**src/core/shp_pkg.sv**
```systemverilog
package shp_pkg;

    // ************************************************************
    // bus widths
    // ************************************************************
    localparam int unsigned DATA_W  = 16;
    localparam int unsigned ADDR_W  = 7;    // address bits 7:1
    localparam int unsigned CNT_W   = 5;

    // ************************************************************
    // timing figures in ns and derived cycle counts
    // ************************************************************
    localparam int unsigned CLK_PERIOD_NS = 10;
    localparam int unsigned T_CSL_NS      = 32;  // strobe low, least
    localparam int unsigned T_CSH_NS      = 13;  // strobe high between cycles, least
    localparam int unsigned T_CYCLE_NS    = 45;  // cycle / address cycle, least
    localparam int unsigned T_CSDV_NS     = 30;  // strobe to data valid, most
    localparam int unsigned T_ADV_NS      = 40;  // address stable to data valid, most
    localparam int unsigned T_DSU_NS      = 7;   // data setup before strobe rise, least

    // least times round up
    localparam int unsigned CSL_CYC  = (T_CSL_NS + CLK_PERIOD_NS - 1) / CLK_PERIOD_NS;
    localparam int unsigned CSH_CYC  = (T_CSH_NS + CLK_PERIOD_NS - 1) / CLK_PERIOD_NS;
    localparam int unsigned CYC_CYC  = (T_CYCLE_NS + CLK_PERIOD_NS - 1) / CLK_PERIOD_NS;
    localparam int unsigned DSU_CYC  = (T_DSU_NS + CLK_PERIOD_NS - 1) / CLK_PERIOD_NS;
    // sample points wait the device's longest figure, rounded up
    localparam int unsigned CSDV_CYC = (T_CSDV_NS + CLK_PERIOD_NS - 1) / CLK_PERIOD_NS;
    localparam int unsigned ADV_CYC  = (T_ADV_NS + CLK_PERIOD_NS - 1) / CLK_PERIOD_NS;

    // low time of a read word: data must be sampled after csdv and csl
    localparam int unsigned RD_LOW_CYC  = (CSDV_CYC + 1 > CSL_CYC) ? CSDV_CYC + 1 : CSL_CYC;
    localparam int unsigned RD_FULL_CYC = (RD_LOW_CYC + CSH_CYC > CYC_CYC) ? RD_LOW_CYC : CYC_CYC - CSH_CYC;
    // address phase of a burst word: address cycle and adv
    localparam int unsigned BW_CYC      = (ADV_CYC + 1 > CYC_CYC) ? ADV_CYC + 1 : CYC_CYC;
    localparam int unsigned WR_LOW_CYC  = (CSL_CYC > DSU_CYC) ? CSL_CYC : DSU_CYC;
    localparam int unsigned WR_FULL_CYC = (WR_LOW_CYC + CSH_CYC > CYC_CYC) ? WR_LOW_CYC : CYC_CYC - CSH_CYC;

    localparam logic [CNT_W-1:0] BURST_MAX = 5'h10;  // words per normal burst
    localparam logic [CNT_W-1:0] CNT_ONE   = 5'h01;
    localparam logic [CNT_W-1:0] CNT_ZERO  = 5'h00;

    // ************************************************************
    // host command and answer
    // ************************************************************
    typedef enum logic [1:0] {
        SHP_OP_READ,
        SHP_OP_WRITE,
        SHP_OP_BURST
    } shp_op_t;

    typedef struct packed {
        shp_op_t             op;
        logic                fifo_sel;   // direct fifo mode
        logic [ADDR_W-1:0]   addr;       // word address of the first access
        logic [DATA_W-1:0]   wdata;
        logic [CNT_W-1:0]    len;        // burst words, 0 counts as 1
    } shp_cmd_t;

    typedef struct packed {
        logic [DATA_W-1:0]   rdata;
        logic                last;
    } shp_rsp_t;

    // ************************************************************
    // pins towards the device
    // ************************************************************
    typedef struct packed {
        logic                chip_select_n;
        logic                read_strobe_n;
        logic                write_strobe_n;
        logic                fifo_sel;
        logic [ADDR_W-1:0]   addr;
        logic [DATA_W-1:0]   data_out;
        logic                data_oe;
    } shp_pins_t;

endpackage

```
**src/core/shp_host_port.sv**
```systemverilog
// How it works
// - normal bursts are cut to at most 16 words before strobes rise
// - strobes stay high at least 13 ns between bursts
// - direct fifo bursts are not cut and may run up to 31 words, one word per address step
// - fifo select is held with the address for the whole cycle
// - writes hold strobes 40 ns low, at least 30 ns high, and at least 70 ns apart
// - write data stands 7 ns before and through the strobe rise
`timescale 1ns/1ps
`default_nettype none

module shp_host_port
    import shp_pkg::*;
(
    input  wire logic              ref_clk,
    input  wire logic              rst,
    input  wire logic              cmd_valid,
    output logic                   cmd_ready,
    input  wire shp_cmd_t          cmd,
    output logic                   rsp_valid,
    output shp_rsp_t               rsp,
    output shp_pins_t              pins,
    input  wire logic [DATA_W-1:0] data_in
);

    // ************************************************************
    // state
    // ************************************************************
    typedef enum logic [2:0] {
        SHP_IDLE,
        SHP_RD,
        SHP_BURST,
        SHP_WR,
        SHP_GAP
    } shp_state_t;

    // sequencer state, timer, words left and registered outputs
    shp_state_t        state_q, state_d;
    logic [7:0]        tmr_q, tmr_d;
    logic [CNT_W-1:0]  left_q, left_d;
    shp_pins_t         pins_q, pins_d;
    shp_rsp_t          rsp_q, rsp_d;
    logic              rsp_v_q, rsp_v_d;
    logic [DATA_W-1:0] smp_q1, smp_q2, smp_q3;
    logic [DATA_W-1:0] smp_hold_q, smp_d;

    // pin levels with every strobe high and the bus let go
    localparam shp_pins_t PINS_IDLE = '{chip_select_n: 1'b1, read_strobe_n: 1'b1, write_strobe_n: 1'b1,
                                        fifo_sel: 1'b0, addr: '0, data_out: '0, data_oe: 1'b0};

    // ************************************************************
    // data bus sampling
    // ************************************************************
    // the device bus comes from outside this clock: three flops deep
    always_ff @(posedge ref_clk) begin
        smp_q1 <= data_in;
        smp_q2 <= smp_q1;
        smp_q3 <= smp_q2;
    end

    // a new bus value counts only once the last two stages agree;
    // a word caught mid-change keeps the last agreed value instead
    always_comb begin
        smp_d = smp_hold_q;
        if (smp_q2 == smp_q3) begin
            smp_d = smp_q3;
        end
    end

    // the agreed value, kept for the next mismatch
    always_ff @(posedge ref_clk) begin
        smp_hold_q <= smp_d;
    end

    // ************************************************************
    // outputs
    // ************************************************************
    // ready is combinational from the state; the rest are registers
    assign cmd_ready = (state_q == SHP_IDLE);
    assign rsp_valid = rsp_v_q;
    assign rsp       = rsp_q;
    assign pins      = pins_q;

    // ************************************************************
    // sequencer next state
    // ************************************************************
    always_comb begin
        state_d = state_q;
        tmr_d   = tmr_q;
        left_d  = left_q;
        pins_d  = pins_q;
        rsp_d   = rsp_q;
        rsp_v_d = 1'b0;
        unique case (state_q)
            // take a command: address, select and strobes go out together
            SHP_IDLE: begin
                if (cmd_valid) begin
                    pins_d.fifo_sel = cmd.fifo_sel;
                    pins_d.addr     = cmd.fifo_sel ?
                                      {{(ADDR_W-2){1'b0}}, cmd.addr[1:0]} : cmd.addr;
                    pins_d.chip_select_n = 1'b0;
                    unique case (cmd.op)
                        SHP_OP_WRITE: begin
                            pins_d.data_out       = cmd.wdata;
                            pins_d.data_oe        = 1'b1;
                            pins_d.write_strobe_n = 1'b0;
                            tmr_d   = 8'(WR_FULL_CYC);
                            state_d = SHP_WR;
                        end
                        SHP_OP_BURST: begin
                            pins_d.data_oe       = 1'b0;
                            pins_d.read_strobe_n = 1'b0;
                            // length 0 means one word; plain bursts stop at the limit
                            if (cmd.len == CNT_ZERO)
                                left_d = CNT_ONE;
                            else if (!cmd.fifo_sel && cmd.len > BURST_MAX)
                                left_d = BURST_MAX;
                            else
                                left_d = cmd.len;
                            tmr_d   = 8'(BW_CYC + 2);
                            state_d = SHP_BURST;
                        end
                        default: begin
                            pins_d.data_oe       = 1'b0;
                            pins_d.read_strobe_n = 1'b0;
                            tmr_d   = 8'(RD_FULL_CYC + 2);
                            state_d = SHP_RD;
                        end
                    endcase
                end
            end
            SHP_RD: begin
                // two extra cycles cover the input sampling flops
                if (tmr_q == 8'h01) begin
                    rsp_d.rdata          = smp_d;
                    rsp_d.last           = 1'b1;
                    rsp_v_d              = 1'b1;
                    pins_d.chip_select_n = 1'b1;
                    pins_d.read_strobe_n = 1'b1;
                    tmr_d   = 8'(CSH_CYC);
                    state_d = SHP_GAP;
                end else begin
                    tmr_d = tmr_q - 8'h01;
                end
            end
            // one word per address step, strobes held low between words
            SHP_BURST: begin
                if (tmr_q == 8'h01) begin
                    rsp_d.rdata = smp_d;
                    rsp_v_d     = 1'b1;
                    if (left_q == CNT_ONE) begin
                        rsp_d.last           = 1'b1;
                        pins_d.chip_select_n = 1'b1;
                        pins_d.read_strobe_n = 1'b1;
                        tmr_d   = 8'(CSH_CYC);
                        state_d = SHP_GAP;
                    end else begin
                        // next word: step the low address bits, strobes stay low
                        rsp_d.last  = 1'b0;
                        pins_d.addr = {pins_q.addr[ADDR_W-1:2], pins_q.addr[1:0] + 2'h1};
                        left_d      = left_q - CNT_ONE;
                        tmr_d       = 8'(BW_CYC + 2);
                    end
                end else begin
                    tmr_d = tmr_q - 8'h01;
                end
            end
            // write strobe low for the least low time, then rises
            SHP_WR: begin
                if (tmr_q == 8'h01) begin
                    // data keeps standing through the rising edge
                    pins_d.chip_select_n  = 1'b1;
                    pins_d.write_strobe_n = 1'b1;
                    tmr_d   = 8'(CSH_CYC);
                    state_d = SHP_GAP;
                end else begin
                    tmr_d = tmr_q - 8'h01;
                end
            end
            // strobes high for the least high time before the next command
            SHP_GAP: begin
                pins_d.data_oe = 1'b0;
                if (tmr_q == 8'h01) begin
                    state_d = SHP_IDLE;
                end else begin
                    tmr_d = tmr_q - 8'h01;
                end
            end
            default: state_d = SHP_IDLE;
        endcase
    end

    // ************************************************************
    // sequencer registers
    // ************************************************************
    always_ff @(posedge ref_clk) begin
        if (rst) begin
            state_q <= SHP_IDLE;
            tmr_q   <= 8'h00;
            left_q  <= CNT_ZERO;
            pins_q  <= PINS_IDLE;
            rsp_q   <= '0;
            rsp_v_q <= 1'b0;
        end else begin
            state_q <= state_d;
            tmr_q   <= tmr_d;
            left_q  <= left_d;
            pins_q  <= pins_d;
            rsp_q   <= rsp_d;
            rsp_v_q <= rsp_v_d;
        end
    end

endmodule

`default_nettype wire

```
**config.mk**
```make
export PLATFORM = sky130hd
export DESIGN_NAME = shp_host_port
export DESIGN_NICKNAME = d
export VERILOG_FILES = /design/src/core/shp_pkg.sv /design/src/core/shp_host_port.sv
export SDC_FILE = /design/constraint.sdc
export NUM_CORES = 1
export LEC_CHECK = 0
export BUFFER_PORTS_ARGS = -buffer_cell sky130_fd_sc_hd__buf_2
export CAP_MARGIN = 20
export CORE_ASPECT_RATIO = 0.8
export CORE_MARGIN = 2
export CORE_UTILIZATION = 53
export DETAILED_ROUTE_END_ITERATION = 6
export PLACE_DENSITY_LB_ADDON = 0.12
export SLEW_MARGIN = 20
export SYNTH_ARGS = -nofsm -noshare
export SYNTH_HDL_FRONTEND = slang
export SYNTH_SLANG_ARGS = --single-unit
export TNS_END_PERCENT = 1
```
**constraint.sdc**
```tcl
create_clock -name ref_clk -period 3 [get_ports ref_clk]
set_clock_uncertainty 0.15 [all_clocks]
set_input_delay 0.6 -clock ref_clk [delete_from_list [all_inputs] [get_ports ref_clk]]
set_output_delay 0.6 -clock ref_clk [all_outputs]
set_load 0.005 [all_outputs]
```
==> metrics.txt, run 1 <==
Via-to-Cell Ratio=5.127; fillers=678; nets=617; Tcrit/Tclk final=91.54%; ANT nets after route=0; CP Launch Type=register; Power Density=948.3 nW/um2; width of the die=106.9 um; largest net degree at the start of global routing=56; std cell rows=30; sequential fraction of the synthesis area=56.17%; slew at the pin closest to its max-slew limit=0.7225 ns; GRT Total Usage=21.19%; multi-input logic area=1774 um2; CP Data Arrival Time=3.02 ns; CTS buffer count=17; CTS root buf=clkbuf_8; CTS tree=yes; Finished Layout Cells=684; post-route minimum period=2.746 ns; initial antenna violation count=0; Max Freq=364.1 MHz; Seq cells post-synth=126; Worst setup EP type=register; starting DRC count in detailed routing=140; number of synthesized flops with an enable pin=0; Critical Path RT=3.28 ns; TritonRoute pass-1 iters=4; post-route setup TNS=0 ns; Buffers on Ports=96; top post-synthesis cells by area=dfxtp_1, a21oi_1, nand2_1; Routed WL=9.350 mm; total vias in the final route=3507; die area=9230 um2; Area growth, synth to finish=27.17%; routed len/inst=13.67 um; Max-Cap Viols=0; postcts setup bufs=0; LEAKAGE=2.637 nW; status=completed; utilization after layout=68.22%; ys async rst share=0%; Die Height=86.33 um; CORE AREA=8371 um2; Post-route DRC=0; CP Class=register to register; final slew viol count=0; Max FO, Critical Path=11; Final Wtd Congestion=0.8788; n_diodes=0; Syn Std Cell Area=4491 um2; IO Count=97; vias in the first global route=3314; top cell type's share of synthesized area=56.17%; Mapped Cells=459; Hold Fails Final Rpt=0; Syn. warnings=0; final setup vio count=0; worst IR drop on VDD=549.2 uV; worst min path class=input port to register; Most used DFF post-synth=dfxtp_1; Synth cell types=50; Inst Count DP=652; Worst-Skew Late Latency=0.51 ns; Avg Cell Area, Syn=9.783 um2; HPWL after DPL=6.415 mm; layout cell share with drive strength beyond 1=25.52%; syn nets=517; RSZ-0062 raised after global routing=no; sequential cell area=2522 um2; Slew HR=51.73%; CTS Buffer Depth=2; CTS Hold Bufs=0; clock sinks=126; clock transition at the registers of the reported paths=0.06 ns; cell taking the most area after synthesis=dfxtp_1; Starting Density=53.65%; post_cts resized=0; first-pass GRT wire length=15.39 mm; H-Tree Depth=4; global route overflow=0
area by class of cell:
class	count	area share, %
Clock inverter	15	3.659
Timing Repair Buffer	104	9.684
Multi-Input combinational cell	284	31.07
Inverter	26	1.709
Sequential cell	126	44.17
Clock buffer	17	7.252
Tap cell	112	2.454
sequential cells by signal, summed over array words and instances (netlist names):
signal,cells
smp_q1,16
smp_hold_q,16
smp_q2,16
rsp,17
pins,28
smp_q3,16
rsp_valid,1
left_q,5
state_q,3
tmr_q,8
layout by cell type, fill, tap and decap left out, types with 4 or more instances in the layout:
master / n
o21ai_0: 13
nand3_1: 10
and2_1: 4
xor2_1: 21
buf_2: 96
nor3_1: 7
nor2_1: 38
a21oi_1: 41
nor4_1: 6
ha_1: 8
dfxtp_1: 126
nand2b_1: 4
inv_1: 26
clkbuf_16: 16
bufinv_16: 4
nand2_1: 53
a211oi_1: 18
mux2i_1: 17
buf_4: 7
synthesized netlist by cell type (all sizes together) (2+ instances only):
master,instances
a211oi,20
a21oi,42
a31oi,3
a32o,2
and2,4
buf,8
clkbuf,15
dfxtp,126
ha,8
inv,26
mux2i,17
nand2,53
nand2b,4
nand3,10
nand4,2
nor2,38
nor2b,2
nor3,7
nor4,7
nor4b,4
o211ai,3
o21a,3
o21ai,14
or2,3
or3,2
or4,2
xor2,21
kinds of logic (layout without fill, tap and decap cells):
| logic type | after synthesis | count (layout) | synth area share (%) |
|---|---|---|---|
| compound gates | 95 | 95 | 13.51 |
| buf+inv | 49 | 162 | 4.486 |
| mux | 17 | 17 | 3.789 |
| simple gates | 143 | 143 | 15.71 |
| xor+xnor | 21 | 21 | 4.096 |
| flops | 126 | 126 | 56.17 |
| fa+ha+maj | 8 | 8 | 2.229 |
final timing paths:
kind	start	end	slack (ns)	cells after the start
max	tmr_q[1]	left_q[0]	0.25	7
min	data_in[8]	smp_q1[8]	0.04	1
max reg2reg	tmr_q[1]	left_q[0]	0.25	7
min reg2reg	smp_q1[7]	smp_q2[7]	0.18	0
power breakdown:
group	switching [mW]	leakage (nW)	internal [mW]	total [mW]
logic	0.716	1.29	0.498	1.21
registers	0.187	1.04	1.88	2.06
clock network	0.774	0.307	1.37	2.14
total	1.68	2.64	3.74	5.42
critical path, stage by stage (launching register included):
cell	delay [ns]
dfxtp_1	0.32
inv_1	0.11
ha_1	0.17
nor3b_1	0.61
nor4b_4	0.36
a21oi_1	0.21
or4_1	0.55
a31oi_1	0.18
routing by layer:
metal	part of all wire (%)	GRT usage [%]
met5	0	0
met4	1.2	8.855
met3	5.0	5.338
met2	47	33.70
met1	47	27.76
stage by stage:
step | power [mW] | hold slack, ns | area (um2) | worst slack (ns)
after global routing | 5.714 | 0.01433 | 5710 | 0.1037
after floorplan | 2.922 | 0.1596 | 4491 | 0.6718
after CTS | 5.437 | 0.01961 | 5710 | 0.2573
after global placement | 3.279 | 0.1597 | 5087 | 0.3928
final | 5.415 | 0.03953 | 5710 | 0.2537
after detailed placement | 3.290 | 0.1635 | 5087 | 0.2737
No activity file was read; power rests on OpenSTA's default activity.
==> run 2, diff against run 1 <==
- RECOVER_POWER: default -> 100
==> run 2 against run 1 <==
Utilization shrank 0.78 points. Cell count is the same. Combinational power shrank 3%. Clock power is essentially flat. Final area shrank 1.1%. Setup slack gained 0.020 ns. Routed wire length is essentially flat. Hold slack is essentially flat. Register-to-register slack gained 0.02 ns. Count of clock-buffer cells in the layout is the same. Total power shrank 0.81%.
==> metrics.txt, run 2 (synthesis results as in run 1) <==
Starting Density=53.65% (unchanged); largest net degree at the start of global routing=56 (unchanged); clock sinks=126 (unchanged); CP Launch Type=register; status=completed; post-route minimum period=2.727 ns (-0.01954 ns); Largest register FFs=28 (unchanged); fillers=693 (+2.2%); CTS tree=yes; std cell rows=30 (unchanged); utilization after layout=67.44% (-0.78 points); starting DRC count in detailed routing=175 (+25%); slew at the pin closest to its max-slew limit=0.8923 ns (+0.1698 ns); CORE AREA=8371 um2 (unchanged); LEAKAGE=2.513 nW (-4.7%); Area growth, synth to finish=25.72%; ANT nets after route=0 (unchanged); Buffers on Ports=96 (unchanged); Final Wtd Congestion=0.8788 (unchanged); worst min path class=input port to register; Die Height=86.33 um (unchanged); sequential cell area=2522 um2 (unchanged); Inst Count DP=652 (unchanged); routed len/inst=13.67 um (about the same); width of the die=106.9 um (unchanged); layout cell share with drive strength beyond 1=19.76% (-5.8 points); Routed WL=9.352 mm (about the same); CTS buffer count=17 (unchanged); post-route setup TNS=0 ns (unchanged); initial antenna violation count=0 (unchanged); TritonRoute pass-1 iters=4 (unchanged); global route overflow=0 (unchanged); vias in the first global route=3314 (unchanged); die area=9230 um2 (unchanged); Via-to-Cell Ratio=5.079 (-0.94%); post_cts resized=0 (unchanged); Worst-Skew Late Latency=0.51 ns (about the same); final slew viol count=0 (unchanged); worst IR drop on VDD=548.1 uV (-0.20%); Tcrit/Tclk final=90.89% (-0.65 points); Max Freq=366.7 MHz (+0.72%); commonest non-fill, non-tap cell in the layout=dfxtp_1; RSZ-0062 raised after global routing=no; Finished Layout Cells=684 (unchanged); Power Density=951.5 nW/um2 (+0.34%); Hold Fails Final Rpt=0 (unchanged); Slew HR=40.48% (-11 points); Post-route DRC=0 (unchanged); CP Class=register to register; final setup vio count=0 (unchanged); CP Data Arrival Time=3.00 ns (-0.02 ns); Max FO, Critical Path=11 (unchanged); nets=617 (unchanged); multi-input logic area=1758 um2 (-0.92%); Worst setup EP type=register; n_diodes=0 (unchanged); HPWL after DPL=6.415 mm (unchanged); total vias in the final route=3474 (-0.94%); CTS Hold Bufs=0 (unchanged); most frequent cells in the layout=dfxtp_1, buf_2, nand2_1; Max-Cap Viols=0 (unchanged); first-pass GRT wire length=15.39 mm (unchanged); postcts setup bufs=0 (unchanged); Critical Path RT=3.28 ns (about the same); IO Count=97 (unchanged); CTS root buf=clkbuf_8; CTS Buffer Depth=2 (unchanged); clock transition at the registers of the reported paths=0.06 ns (about the same); GRT Total Usage=21.19% (unchanged); H-Tree Depth=4 (unchanged)
[run 2: changes by cell type in the layout (fill, tap and decap cells not counted), moves of 2 or more]
cell	change
clkbuf_1	+31
buf_2	-27
buf_4	-4
and2_0	+2
and2_1	-2
[run 2: power breakdown]
part	internal (mW)	total, mW	switching (mW)
Clock	1.37	2.14	0.774
Sequential	1.88	2.06	0.187
Combinational	0.468	1.17	0.702
[run 2: critical path, cell delays in order, from the launching register on]
cell and delay [ns]:
dfxtp_1 0.42, ha_1 0.19, nor3b_1 0.59, nor4b_4 0.36, a21oi_1 0.21, or4_1 0.56, a31oi_1 0.18
[run 2: per-layer routing]
layer / track usage, % / up-vias / part of all wire, %
met3: 5.338 / 12 / 5.1
met1: 27.76 / 1602 / 47
li1: - / 1772 / -
met2: 33.70 / 88 / 46
met5: 0 / - / 0
met4: 8.855 / 0 / 1.2
[run 2: path summary, 6_finish.rpt]
kind	startpoint	end	slack, ns	depth (start not counted)
worst min-delay path	data_in[8]	smp_q1[8]	0.04	1
worst max-delay path	tmr_q[0]	left_q[0]	0.27	6
worst min register to register	smp_q1[3]	smp_q2[3]	0.18	0
worst max register to register	tmr_q[0]	left_q[0]	0.27	6
[run 2: area by class of cell]
class	instances	share of cell area (%)
sequential	126	44.68
timing repair buffer	104	8.932
clock buffer	17	7.336
tap	112	2.482
inverter	26	1.729
multi-input combinational	284	31.14
clock inverter	15	3.701
[run 2: stage by stage]
step | power (mW) | setup WS, ns | area [um2] | hold slack, ns
2_1_floorplan | 2.922 | 0.6718 | 4491 | 0.1596
3_3_place_gp | 3.279 | 0.3928 | 5087 | 0.1597
3_5_place_dp | 3.290 | 0.2737 | 5087 | 0.1635
4_1_cts | 5.437 | 0.2573 | 5710 | 0.01961
5_1_grt | 5.672 | 0.1004 | 5645 | 0.01433
6_report | 5.372 | 0.2732 | 5645 | 0.03996
